--- config.mk ---
export PLATFORM = sky130hd
export DESIGN_NAME = tsit_trigger
export DESIGN_NICKNAME = d
export VERILOG_FILES = /design/src/tsit_pkg.sv /design/src/tsit_eval_if.sv /design/src/tsit_cond_eval.sv /design/src/tsit_trigger.sv
export SDC_FILE = /design/constraint.sdc
export NUM_CORES = 1
export LEC_CHECK = 0
export BUFFER_PORTS_ARGS = -buffer_cell sky130_fd_sc_hd__buf_2
export CAP_MARGIN = 0
export CORE_ASPECT_RATIO = 1.2
export CORE_UTILIZATION = 50
export CTS_BUF_LIST = sky130_fd_sc_hd__clkbuf_4 sky130_fd_sc_hd__clkbuf_8 sky130_fd_sc_hd__clkbuf_16
export CTS_CLUSTER_SIZE = 14
export DETAILED_ROUTE_END_ITERATION = 12
export PLACE_DENSITY = 0.71
export SYNTH_ARGS = -nofsm -noshare
export SYNTH_HDL_FRONTEND = slang
export SYNTH_HIERARCHICAL = 1
export SYNTH_SLANG_ARGS = --single-unit
--- constraint.sdc ---
create_clock -name mclk_i -period 2.6 [get_ports mclk_i]
set_input_delay 0.78 -clock mclk_i [delete_from_list [all_inputs] [get_ports mclk_i]]
set_output_delay 0.78 -clock mclk_i [all_outputs]
set_load 0.02 [all_outputs]
--- src/tsit_pkg.sv ---
// constants, codes and state encoding for the two-stage input trigger
package tsit_pkg;

  // apb geometry
  localparam int             TSIT_ADDR_W      = 8;   // byte address width
  localparam int             TSIT_DATA_W      = 32;  // bus data width
  localparam int             TSIT_PORT_W      = 8;   // input port width
  localparam int             TSIT_FIELD_W     = 3;   // condition code width
  localparam int             TSIT_COMBINE_BIT = 31;  // and/or select bit
  localparam int             TSIT_IRQ_W       = 2;   // interrupt sources

  // register byte offsets
  localparam logic [7:0]     TSIT_OFS_CFG1    = 8'h00;  // first_stage_trigger_config
  localparam logic [7:0]     TSIT_OFS_CFG2    = 8'h04;  // second_stage_trigger_config
  localparam logic [7:0]     TSIT_OFS_CTRL    = 8'h08;  // enable and re-arm
  localparam logic [7:0]     TSIT_OFS_STAT    = 8'h0C;  // state and pin levels
  localparam logic [7:0]     TSIT_OFS_IRQSTS  = 8'h10;  // sticky events, write one clears
  localparam logic [7:0]     TSIT_OFS_IRQMSK  = 8'h14;  // interrupt mask

  // writable bits of a stage register, reserved 30..24 read zero
  localparam logic [31:0]    TSIT_CFG_MASK    = 32'h80FF_FFFF;
  localparam logic [31:0]    TSIT_CFG_RESET   = 32'h0000_0000;

  // control bits
  localparam int             TSIT_CTRL_EN     = 0;   // trigger enable
  localparam int             TSIT_CTRL_ARM    = 1;   // write one to re-arm

  // status layout
  localparam int             TSIT_STAT_LVL_LO = 8;   // pin levels at 15..8

  // interrupt bits
  localparam int             TSIT_IRQ_FIRST   = 0;   // first-stage event
  localparam int             TSIT_IRQ_START   = 1;   // sampling started

  // condition codes
  localparam logic [2:0]     TSIT_CODE_NONE   = 3'h0;
  localparam logic [2:0]     TSIT_CODE_RISE   = 3'h1;
  localparam logic [2:0]     TSIT_CODE_FALL   = 3'h2;
  localparam logic [2:0]     TSIT_CODE_EDGE   = 3'h3;
  localparam logic [2:0]     TSIT_CODE_HIGH   = 3'h4;
  localparam logic [2:0]     TSIT_CODE_LOW    = 3'h5;
  localparam logic [2:0]     TSIT_CODE_ALW6   = 3'h6;
  localparam logic [2:0]     TSIT_CODE_ALW7   = 3'h7;

  // timing
  localparam int             TSIT_CLK_NS      = 40;  // 25 mhz clock period
  localparam int             TSIT_GAP_NS      = 60;  // least stage-to-stage gap
  localparam int             TSIT_GAP_CYC     = (TSIT_GAP_NS + TSIT_CLK_NS - 1) / TSIT_CLK_NS;

  // one-hot trigger states
  typedef enum logic [3:0] {
    TSIT_DISARMED    = 4'h1,
    TSIT_WAIT_FIRST  = 4'h2,
    TSIT_WAIT_SECOND = 4'h4,
    TSIT_SAMPLING    = 4'h8
  } tsit_state_type;

endpackage

--- src/tsit_eval_if.sv ---
// bundle between the controller and one stage condition evaluator
`timescale 1ns/1ps
interface tsit_eval_if;
  logic [31:0] cfg;   // stage register
  logic [7:0]  lvl;   // synchronised pin levels
  logic [7:0]  prev;  // levels one cycle earlier
  logic [7:0]  cond;  // per-bit condition results
  logic        hit;   // combined stage event
  modport eval (input cfg, input lvl, input prev, output cond, output hit);
  modport user (output cfg, output lvl, output prev, input cond, input hit);
endinterface

--- src/tsit_cond_eval.sv ---
// per-bit condition decode and and/or combine for one trigger stage
`timescale 1ns/1ps
module tsit_cond_eval
  import tsit_pkg::*;
(
  tsit_eval_if.eval ev
);

  logic comb_and;  // combine select

  assign comb_and = ev.cfg[TSIT_COMBINE_BIT];

  // one decoder per input bit, field n sits at 3n
  for (genvar n = 0; n < TSIT_PORT_W; n++) begin : g_bit
    logic [2:0] code;  // this bit's code
    assign code = ev.cfg[TSIT_FIELD_W*n +: TSIT_FIELD_W];
    always_comb begin
      case (code)
        TSIT_CODE_NONE: ev.cond[n] = comb_and;
        TSIT_CODE_RISE: ev.cond[n] = ev.lvl[n] & ~ev.prev[n];
        TSIT_CODE_FALL: ev.cond[n] = ~ev.lvl[n] & ev.prev[n];
        TSIT_CODE_EDGE: ev.cond[n] = ev.lvl[n] ^ ev.prev[n];
        TSIT_CODE_HIGH: ev.cond[n] = ev.lvl[n];
        TSIT_CODE_LOW:  ev.cond[n] = ~ev.lvl[n];
        default:        ev.cond[n] = 1'b1;
      endcase
    end
  end

  // and needs every condition at once, or needs any one
  assign ev.hit = comb_and ? (&ev.cond) : (|ev.cond);

endmodule

--- src/tsit_trigger.sv ---
// two-stage input trigger controller with apb registers and interrupt
`timescale 1ns/1ps
module tsit_trigger
  import tsit_pkg::*;
(
  input  wire logic        mclk_i,     // 25 mhz clock
  input  wire logic        rst_b_i,    // async reset, active low
  input  wire logic        ce_i,       // clock enable, freezes state
  input  wire logic [7:0]  din_i,      // input port pins, asynchronous
  input  wire logic        psel_i,     // apb select
  input  wire logic        penable_i,  // apb access phase
  input  wire logic        pwrite_i,   // apb direction
  input  wire logic [7:0]  paddr_i,    // apb byte address
  input  wire logic [31:0] pwdata_i,   // apb write data
  output logic      [31:0] prdata_o,   // apb read data
  output logic             pready_o,   // apb ready
  output logic             pslverr_o,  // apb error, unmapped address
  output logic             sampling_o, // periodic sampling running
  output logic             start_o,    // one-cycle pulse at sampling start
  output logic             irq_o       // level interrupt
);

  // all state of the controller
  typedef struct packed {
    logic [7:0]     sync1;    // first synchroniser stage
    logic [7:0]     sync2;    // second synchroniser stage
    logic [7:0]     prev;     // previous synchronised levels
    logic [31:0]    cfg1;     // first_stage_trigger_config
    logic [31:0]    cfg2;     // second_stage_trigger_config
    logic           enable;   // trigger enabled
    tsit_state_type state;    // trigger sequence state
    logic           start;    // start pulse
    logic [1:0]     irq_sts;  // sticky events
    logic [1:0]     irq_msk;  // interrupt mask
    logic [31:0]    prdata;   // read data
    logic           pslverr;  // error answer
    logic           rd_valid; // read data held for the transfer in flight
  } tsit_regs_type;

  tsit_regs_type q;          // registered state
  tsit_regs_type d;          // next state

  tsit_eval_if   ev1 ();     // first-stage evaluator bundle
  tsit_eval_if   ev2 ();     // second-stage evaluator bundle

  logic          setup;      // apb setup phase
  logic          wr;         // apb write taking effect
  logic          mapped;     // address decodes to a register
  logic          cfg_wr;     // write to either stage register
  logic          rearm;      // return to waiting for first stage
  logic [1:0]    irq_set;    // events this cycle
  logic [31:0]   stat_word;  // status read value

  // first stage reads its own register
  assign ev1.cfg  = q.cfg1;
  assign ev1.lvl  = q.sync2;
  assign ev1.prev = q.prev;

  // second stage has a register of its own
  assign ev2.cfg  = q.cfg2;
  assign ev2.lvl  = q.sync2;
  assign ev2.prev = q.prev;

  // first-stage evaluator
  tsit_cond_eval u_eval1 (
    .ev (ev1)
  );

  // second-stage evaluator
  tsit_cond_eval u_eval2 (
    .ev (ev2)
  );

  // bus phase decode, frozen while clock enable is low; read data are
  // captured by the first enabled cycle of a transfer and ready waits
  // for them, so a setup edge lost to a low enable costs one wait state
  assign setup    = ce_i & psel_i & ~q.rd_valid;
  assign wr       = ce_i & psel_i & penable_i & pwrite_i & q.rd_valid;
  assign pready_o = ce_i & q.rd_valid;

  // address decode
  always_comb begin
    case (paddr_i)
      TSIT_OFS_CFG1, TSIT_OFS_CFG2, TSIT_OFS_CTRL,
      TSIT_OFS_STAT, TSIT_OFS_IRQSTS, TSIT_OFS_IRQMSK: mapped = 1'b1;
      default:                                        mapped = 1'b0;
    endcase
  end

  // status word: state code and pin levels
  always_comb begin
    stat_word = '0;
    stat_word[3:0] = q.state;
    stat_word[TSIT_STAT_LVL_LO +: TSIT_PORT_W] = q.sync2;
  end

  // writes to stage registers or the arm bit restart the sequence
  assign cfg_wr = wr & ((paddr_i == TSIT_OFS_CFG1) | (paddr_i == TSIT_OFS_CFG2));
  assign rearm  = cfg_wr |
                  (wr & (paddr_i == TSIT_OFS_CTRL) & pwdata_i[TSIT_CTRL_ARM]);

  // next-state logic
  always_comb begin
    d       = q;
    irq_set = '0;
    if (ce_i) begin
      // pins pass two flops before any logic sees them
      d.sync1 = din_i;
      d.sync2 = q.sync1;
      d.prev  = q.sync2;
      d.start = 1'b0;

      // read data captured in setup so it is a flop at access
      if (setup) begin
        d.rd_valid = 1'b1;   // ready in the next cycle
        d.pslverr  = ~mapped;
        case (paddr_i)
          TSIT_OFS_CFG1:   d.prdata = q.cfg1;
          TSIT_OFS_CFG2:   d.prdata = q.cfg2;
          TSIT_OFS_CTRL:   d.prdata = {31'h0000_0000, q.enable};
          TSIT_OFS_STAT:   d.prdata = stat_word;
          TSIT_OFS_IRQSTS: d.prdata = {30'h0000_0000, q.irq_sts};
          TSIT_OFS_IRQMSK: d.prdata = {30'h0000_0000, q.irq_msk};
          default:         d.prdata = '0;
        endcase
      end else if (!psel_i || penable_i) begin
        // access ends or bus idle, the next setup captures afresh
        d.rd_valid = 1'b0;
      end

      // register writes
      if (wr) begin
        case (paddr_i)
          TSIT_OFS_CFG1:   d.cfg1    = pwdata_i & TSIT_CFG_MASK;
          TSIT_OFS_CFG2:   d.cfg2    = pwdata_i & TSIT_CFG_MASK;
          TSIT_OFS_CTRL:   d.enable  = pwdata_i[TSIT_CTRL_EN];
          TSIT_OFS_IRQMSK: d.irq_msk = pwdata_i[1:0];
          default:         d.enable  = q.enable;
        endcase
      end

      // trigger sequence; a clear of enable wins over an arm bit
      // written with it, and any stage register write re-arms
      if (!d.enable) begin
        d.state = TSIT_DISARMED;
      end else if (rearm || q.state == TSIT_DISARMED) begin
        d.state = TSIT_WAIT_FIRST;
      end else begin
        case (q.state)
          // only the first stage is looked at here
          TSIT_WAIT_FIRST: begin
            if (ev1.hit) begin
              d.state = TSIT_WAIT_SECOND;
              irq_set[TSIT_IRQ_FIRST] = 1'b1;
            end
          end
          // second stage evaluated from the next cycle on
          TSIT_WAIT_SECOND: begin
            if (ev2.hit) begin
              d.state = TSIT_SAMPLING;
              d.start = 1'b1;
              irq_set[TSIT_IRQ_START] = 1'b1;
            end
          end
          // held until re-armed, reconfigured or disabled
          TSIT_SAMPLING:   d.state = TSIT_SAMPLING;
          default:         d.state = TSIT_DISARMED;
        endcase
      end

      // sticky status, a new event wins over a clear
      if (wr && paddr_i == TSIT_OFS_IRQSTS) begin
        d.irq_sts = (q.irq_sts & ~pwdata_i[1:0]) | irq_set;
      end else begin
        d.irq_sts = q.irq_sts | irq_set;
      end
    end
  end

  // state register
  always_ff @(posedge mclk_i or negedge rst_b_i) begin
    if (!rst_b_i) begin
      q <= '{sync1: '0, sync2: '0, prev: '0,
             cfg1: TSIT_CFG_RESET, cfg2: TSIT_CFG_RESET,
             enable: 1'b0, state: TSIT_DISARMED, start: 1'b0,
             irq_sts: '0, irq_msk: '0, prdata: '0, pslverr: 1'b0,
             rd_valid: 1'b0};
    end else begin
      q <= d;
    end
  end

  // outputs
  assign prdata_o   = q.prdata;
  assign pslverr_o  = q.pslverr;
  assign sampling_o = (q.state == TSIT_SAMPLING);
  assign start_o    = q.start;
  assign irq_o      = |(q.irq_sts & q.irq_msk);

  // checks on the trigger sequence, the pins and the bus

  // start pulse only after the second stage was being waited on
  chk_start_order: assert property (@(posedge mclk_i) disable iff (!rst_b_i)
    $rose(start_o) |-> $past(q.state) == TSIT_WAIT_SECOND && $past(ev2.hit))
    else $error("sampling started out of order");

  // a second-stage event two cycles after the first starts sampling
  chk_short_gap: assert property (@(posedge mclk_i) disable iff (!rst_b_i)
    (ce_i && q.state == TSIT_WAIT_FIRST && ev1.hit && q.enable && !rearm && !wr) ##1
    (ce_i && !ev2.hit && !wr) ##1
    (ce_i && ev2.hit && !wr) |=> start_o && sampling_o)
    else $error("second stage after short gap missed");

  // second stage activity before the first stage is ignored
  chk_stage2_gated: assert property (@(posedge mclk_i) disable iff (!rst_b_i)
    (ce_i && q.state == TSIT_WAIT_FIRST && !ev1.hit && ev2.hit && !wr)
    |=> q.state == TSIT_WAIT_FIRST && !start_o)
    else $error("second stage evaluated too early");

  // and mode holds while not every condition is true
  chk_first_and: assert property (@(posedge mclk_i) disable iff (!rst_b_i)
    (ce_i && q.state == TSIT_WAIT_FIRST && q.cfg1[TSIT_COMBINE_BIT] && !(&ev1.cond) && !wr)
    |=> q.state == TSIT_WAIT_FIRST)
    else $error("and-combined first stage fired early");

  // or mode fires on any single condition
  chk_first_or: assert property (@(posedge mclk_i) disable iff (!rst_b_i)
    (ce_i && q.state == TSIT_WAIT_FIRST && !q.cfg1[TSIT_COMBINE_BIT] && (|ev1.cond) && !wr)
    |=> q.state == TSIT_WAIT_SECOND && q.irq_sts[TSIT_IRQ_FIRST])
    else $error("or-combined first stage missed");

  // second stage and mode with all conditions starts sampling
  chk_second_and: assert property (@(posedge mclk_i) disable iff (!rst_b_i)
    (ce_i && q.state == TSIT_WAIT_SECOND && q.cfg2[TSIT_COMBINE_BIT] && (&ev2.cond) && !wr)
    |=> q.state == TSIT_SAMPLING)
    else $error("and-combined second stage missed");

  // field of bit 7 decodes the high-level code
  chk_field_map: assert property (@(posedge mclk_i) disable iff (!rst_b_i)
    q.cfg2[23:21] == TSIT_CODE_HIGH |-> ev2.cond[7] == q.sync2[7])
    else $error("bit 7 field misplaced");

  // always codes and code zero under and mode are true
  chk_code_always: assert property (@(posedge mclk_i) disable iff (!rst_b_i)
    (q.cfg2[2:1] == 2'h3 || (q.cfg2[2:0] == TSIT_CODE_NONE && q.cfg2[TSIT_COMBINE_BIT]))
    |-> ev2.cond[0])
    else $error("always code not true");

  // rising edge code on bit 0
  chk_edge_rise: assert property (@(posedge mclk_i) disable iff (!rst_b_i)
    q.cfg2[2:0] == TSIT_CODE_RISE |-> ev2.cond[0] == (q.sync2[0] && !q.prev[0]))
    else $error("rising edge decode wrong");

  // low-level code on bit 1
  chk_level_low: assert property (@(posedge mclk_i) disable iff (!rst_b_i)
    q.cfg1[5:3] == TSIT_CODE_LOW |-> ev1.cond[1] == !q.sync2[1])
    else $error("low level decode wrong");

  // evaluated levels are the pins two enabled edges back
  chk_pin_sync: assert property (@(posedge mclk_i) disable iff (!rst_b_i)
    $past(rst_b_i, 2) && $past(rst_b_i, 1) && $past(ce_i, 1) && $past(ce_i, 2)
    |-> q.sync2 == $past(din_i, 2))
    else $error("pin levels not synchronised");

  // sampling holds without re-arm
  chk_sampling_hold: assert property (@(posedge mclk_i) disable iff (!rst_b_i)
    (q.state == TSIT_SAMPLING && !rearm && d.enable) |=> sampling_o)
    else $error("sampling dropped without re-arm");

  // second stage in any-condition mode fires on one condition
  chk_second_or: assert property (@(posedge mclk_i) disable iff (!rst_b_i)
    (ce_i && q.state == TSIT_WAIT_SECOND && !q.cfg2[TSIT_COMBINE_BIT] && (|ev2.cond) && !wr)
    |=> start_o && sampling_o && q.irq_sts[TSIT_IRQ_START])
    else $error("or-combined second stage missed");

  // second stage in all-conditions mode waits while one is missing
  chk_second_hold: assert property (@(posedge mclk_i) disable iff (!rst_b_i)
    (ce_i && q.state == TSIT_WAIT_SECOND && q.cfg2[TSIT_COMBINE_BIT] && !(&ev2.cond) && !wr)
    |=> q.state == TSIT_WAIT_SECOND && !start_o)
    else $error("and-combined second stage fired early");

  // re-arm or reconfigure while enabled returns to the first stage
  chk_rearm_wait: assert property (@(posedge mclk_i) disable iff (!rst_b_i)
    (ce_i && rearm && d.enable)
    |=> q.state == TSIT_WAIT_FIRST && !sampling_o)
    else $error("re-arm did not return to first stage");

  // enable cleared leaves the sequence disarmed
  chk_disarm_state: assert property (@(posedge mclk_i) disable iff (!rst_b_i)
    (ce_i && !d.enable)
    |=> q.state == TSIT_DISARMED && !sampling_o)
    else $error("disabled trigger not disarmed");

  // one start pulse per entry into sampling
  chk_start_once: assert property (@(posedge mclk_i) disable iff (!rst_b_i)
    (sampling_o && $past(sampling_o) && $past(ce_i)) |-> !start_o)
    else $error("repeated start pulse");

  // clock enable low freezes every flop
  chk_ce_freeze: assert property (@(posedge mclk_i) disable iff (!rst_b_i)
    !ce_i |=> $stable(q))
    else $error("state moved while clock enable low");

  // a start event keeps its status bit even against a clear
  chk_irq_set_wins: assert property (@(posedge mclk_i) disable iff (!rst_b_i)
    (ce_i && irq_set[TSIT_IRQ_START]) |=> q.irq_sts[TSIT_IRQ_START])
    else $error("start event lost by status clear");

  // a first stage register read answers with the register value of its own setup
  chk_read_answer: assert property (@(posedge mclk_i) disable iff (!rst_b_i)
    (psel_i && penable_i && pready_o && !pwrite_i && paddr_i == TSIT_OFS_CFG1)
    |-> prdata_o == q.cfg1)
    else $error("read data not the register value");

  // an unmapped address answers with an error and zero data
  chk_unmapped_err: assert property (@(posedge mclk_i) disable iff (!rst_b_i)
    (psel_i && penable_i && pready_o && !mapped)
    |-> pslverr_o && prdata_o == 32'h0000_0000)
    else $error("unmapped access not refused");

  // the second stage register keeps its own writable bits
  chk_cfg2_write: assert property (@(posedge mclk_i) disable iff (!rst_b_i)
    (wr && paddr_i == TSIT_OFS_CFG2)
    |=> q.cfg2 == ($past(pwdata_i) & TSIT_CFG_MASK))
    else $error("second stage register write lost");

  // reserved bits of both stage registers stay zero
  chk_reserved_zero: assert property (@(posedge mclk_i) disable iff (!rst_b_i)
    (q.cfg1[30:24] == 7'h00) && (q.cfg2[30:24] == 7'h00))
    else $error("reserved stage bits set");

  // main scenarios
  cov_first_event:  cover property (@(posedge mclk_i) disable iff (!rst_b_i)
    q.state == TSIT_WAIT_FIRST ##1 q.state == TSIT_WAIT_SECOND);
  cov_start:        cover property (@(posedge mclk_i) disable iff (!rst_b_i) start_o);
  cov_and_start:    cover property (@(posedge mclk_i) disable iff (!rst_b_i)
    start_o && q.cfg2[TSIT_COMBINE_BIT]);
  cov_irq:          cover property (@(posedge mclk_i) disable iff (!rst_b_i) irq_o);
  // sequence resumes after a frozen stretch
  cov_freeze:       cover property (@(posedge mclk_i) disable iff (!rst_b_i)
    !ce_i ##1 ce_i);

endmodule

==> impl_metrics.py <==
metrics = {
    "outcome": {
        "status": "complete, no violations",
    },
    "sta": {
        "finalSetupViolCount": 0,
        "fin_crit_ns": 2.41,
        "skew_ns": 0.00357,
        "hold_viol": 0,
        "post-route-period-util_pct": 92.8,
        "finalMaxSlewViolations": 0,
        "rsz0062_at_grt": "false",
        "tightest_slew_ns": 0.497,
        "hold_ws_ns": 0.386,
        "maxClockFrequency_mhz": 415,
        "slew-limit-headroom_pct": 66.4,
        "setup_tns_ns": 0,
        "setup_ws_ns": 0.187,
    },
    "cells_and_area": {
        "multi_input_area_um2": 3240,
        "fill_cells": 1100,
        "area_growth_syn_to_layout_pct": 11.0,
        "fin_nets": 752,
        "diodes": 0,
        "regArea_um2": 2810,
        "drive_above_1_share_pct": 32.9,
    },
    "worst_setup_path": {
        "cpPeakStageDelay_ns": 0.52,
        "path_class": "reg -> out",
        "rrSetupSlack_ns": 0.26,
        "crit_start": "q[40]",
        "crit_chain": "nor4b_1, buf_2",
        "worstReg2RegStart": "ev1.lvl[3]",
        "cp_slowest_cell": "nor4b_1",
        "r2r_end": "q[42]",
        "cp_data_required_time_ns": 1.82,
        "crit_fanout": 9,
        "startpoint_type": "register",
        "critPathArrivalTime_ns": 1.63,
        "crit_end": "sampling_o",
        "r2r_cells": 10,
        "end_kind": "primary output",
    },
    "floorplan": {
        "core-area_um2": 12800,
        "die_h_um": 128,
        "die_area_um2": 13600,
        "die_w_um": 107,
        "io_pins": 91,
        "start_util_pct": 51.6,
        "num_rows": 45,
    },
    "drt": {
        "drt-pass1-iter-count": 5,
        "drtIter0Drc": 349,
        "vias_per_cell": 5.63,
        "drt_wl_total_mm": 14.7,
        "drc_errors": 0,
        "ant_nets": 0,
        "route.vias.total": 4705,
        "wire_per_inst_um": 17.6,
    },
    "clock_network": {
        "htreeDepth": 3,
        "ctsHoldBuffers": 0,
        "tritoncts": "built",
        "post-cts-setup-buffers": 0,
        "clkTransAtPathRegs_ns": 0.07,
        "cts_buffers": 9,
        "ctsLongestPathBuffers": 2,
        "cts.sinks": 112,
        "clk_latency_ns": 0.35,
        "root_buffer": "clkbuf_16",
    },
    "logic_synthesis": {
        "synth_area_um2": 6590,
        "synthCells": 614,
        "yosysWarningCount": 6,
        "synth_fp_nets": 700,
        "synth_area_per_cell_um2": 10.7,
    },
    "power_and_ir_drop": {
        "power_frac_seq_pct": 48.1,
        "ir_worst_vdd_v": 0.000277,
        "p_comb_share_pct": 12.6,
        "p_sw_mw": 0.955,
        "p_per_area_nw_per_um2": 538,
        "intPower_mw": 2.98,
        "switching_share_pct": 24.3,
        "finalPower_mw": 3.94,
        "leakagePower_nw": 3.58,
        "p_clk_share_pct": 39.3,
    },
    "global_routing": {
        "grt_max_degree": 55,
        "grt_first_pass_wirelength_mm": 23.9,
        "gr-total-overflow": 0,
        "grtUsageTotal_pct": 22.8,
        "grt_pass1_vias": 4701,
        "antenna_found_initial": 0,
    },
    "placement": {
        "place_ws_ns": 0.141,
        "place_hpwl_mm": 10.3,
        "io_buffers": 83,
        "globalplace.congestion": 0.858,
    },
    "hold_path": {
        "holdCritPathClass": "in -> async",
    },
    "job": {
        "maxCapViolCount": 0,
    },
}
## what timing repair did
action,in CTS,in global routing
resized for setup,0,3
setup endpoints to repair,0,3
hold endpoints to repair,0,0
## power groups by stage
stage	Sequential, mW	Combinational [mW]	Clock (mW)
6_report	1.90	0.496	1.55
5_1_grt	1.91	0.560	1.66
4_1_cts	1.89	0.498	1.58
3_5_place_dp	1.93	0.492	0
3_3_place_gp	1.92	0.461	0
2_1_floorplan	1.91	0.312	0
## through the flow
| stage | util (%) | area, um2 | instances |
|---|---|---|---|
| 6_report | 57.3 | 7320 | 835 |
| 5_1_grt | 57.3 | 7320 | 835 |
| 4_1_cts | 57.2 | 7310 | 835 |
| 3_5_place_dp | 54.6 | 6970 | 819 |
| 3_3_place_gp | 54.6 | 6970 | 819 |
| 2_1_floorplan | - | 6590 | 614 |
## worst min path at each step
stage,from,end,depth (start not counted)
global route,rst_b_i,start_o,1
floorplan,prdata_o[0],prdata_o[0],2
finish,rst_b_i,q[40],1
detailed placement,prdata_o[18],prdata_o[18],2
global placement,prdata_o[0],prdata_o[0],2
CTS,rst_b_i,q[40],1
## placed cells by master (no fill, tap or decap), types with 4 or more instances in the layout
| master | n |
|---|---|
| a21oi_1 | 15 |
| a22oi_1 | 10 |
| and2_1 | 6 |
| buf_2 | 82 |
| buf_4 | 12 |
| clkbuf_16 | 9 |
| dfrtp_1 | 108 |
| ha_1 | 32 |
| inv_1 | 44 |
| mux2_2 | 87 |
| mux2i_1 | 41 |
| nand2_1 | 39 |
| nand2b_1 | 6 |
| nand3_1 | 7 |
| nand4_1 | 6 |
| nor2_1 | 30 |
| nor2b_1 | 4 |
| o21ai_0 | 40 |
| o21ai_1 | 4 |
| o22ai_1 | 9 |
| o2bb2ai_1 | 5 |
| or2b_2 | 4 |
| xnor2_1 | 13 |
## registers in the layout, indices dropped and copies added, names as in the netlist
register   count
q             18
pslverr_o      1
ev1.lvl        8
prdata_o      26
ev2.cfg       25
ev1.cfg       25
ev1.prev       8
start_o        1
## metal layers
layer | share of wire (%) | track usage, %
met3 | 4.1 | 3.56
met1 | 43 | 29.0
met2 | 51 | 39.0
met4 | 2.1 | 8.78
met5 | 0 | 0
## worst max-delay path, delay by kind of cell, from the launching register on
family | cells | cell delay [ns]
flops | 1 | 0.50
simple gates | 1 | 0.52
buf+inv | 1 | 0.26
## layout make-up
type,count,area share (%)
clock inverter,2,0.821
sequential,112,38.4
clock buffer,14,3.85
inverter,44,2.26
timing repair buffer,97,7.66
multi-input combinational,402,44.2
tap,164,2.80
(Power assumes the default switching activity.)
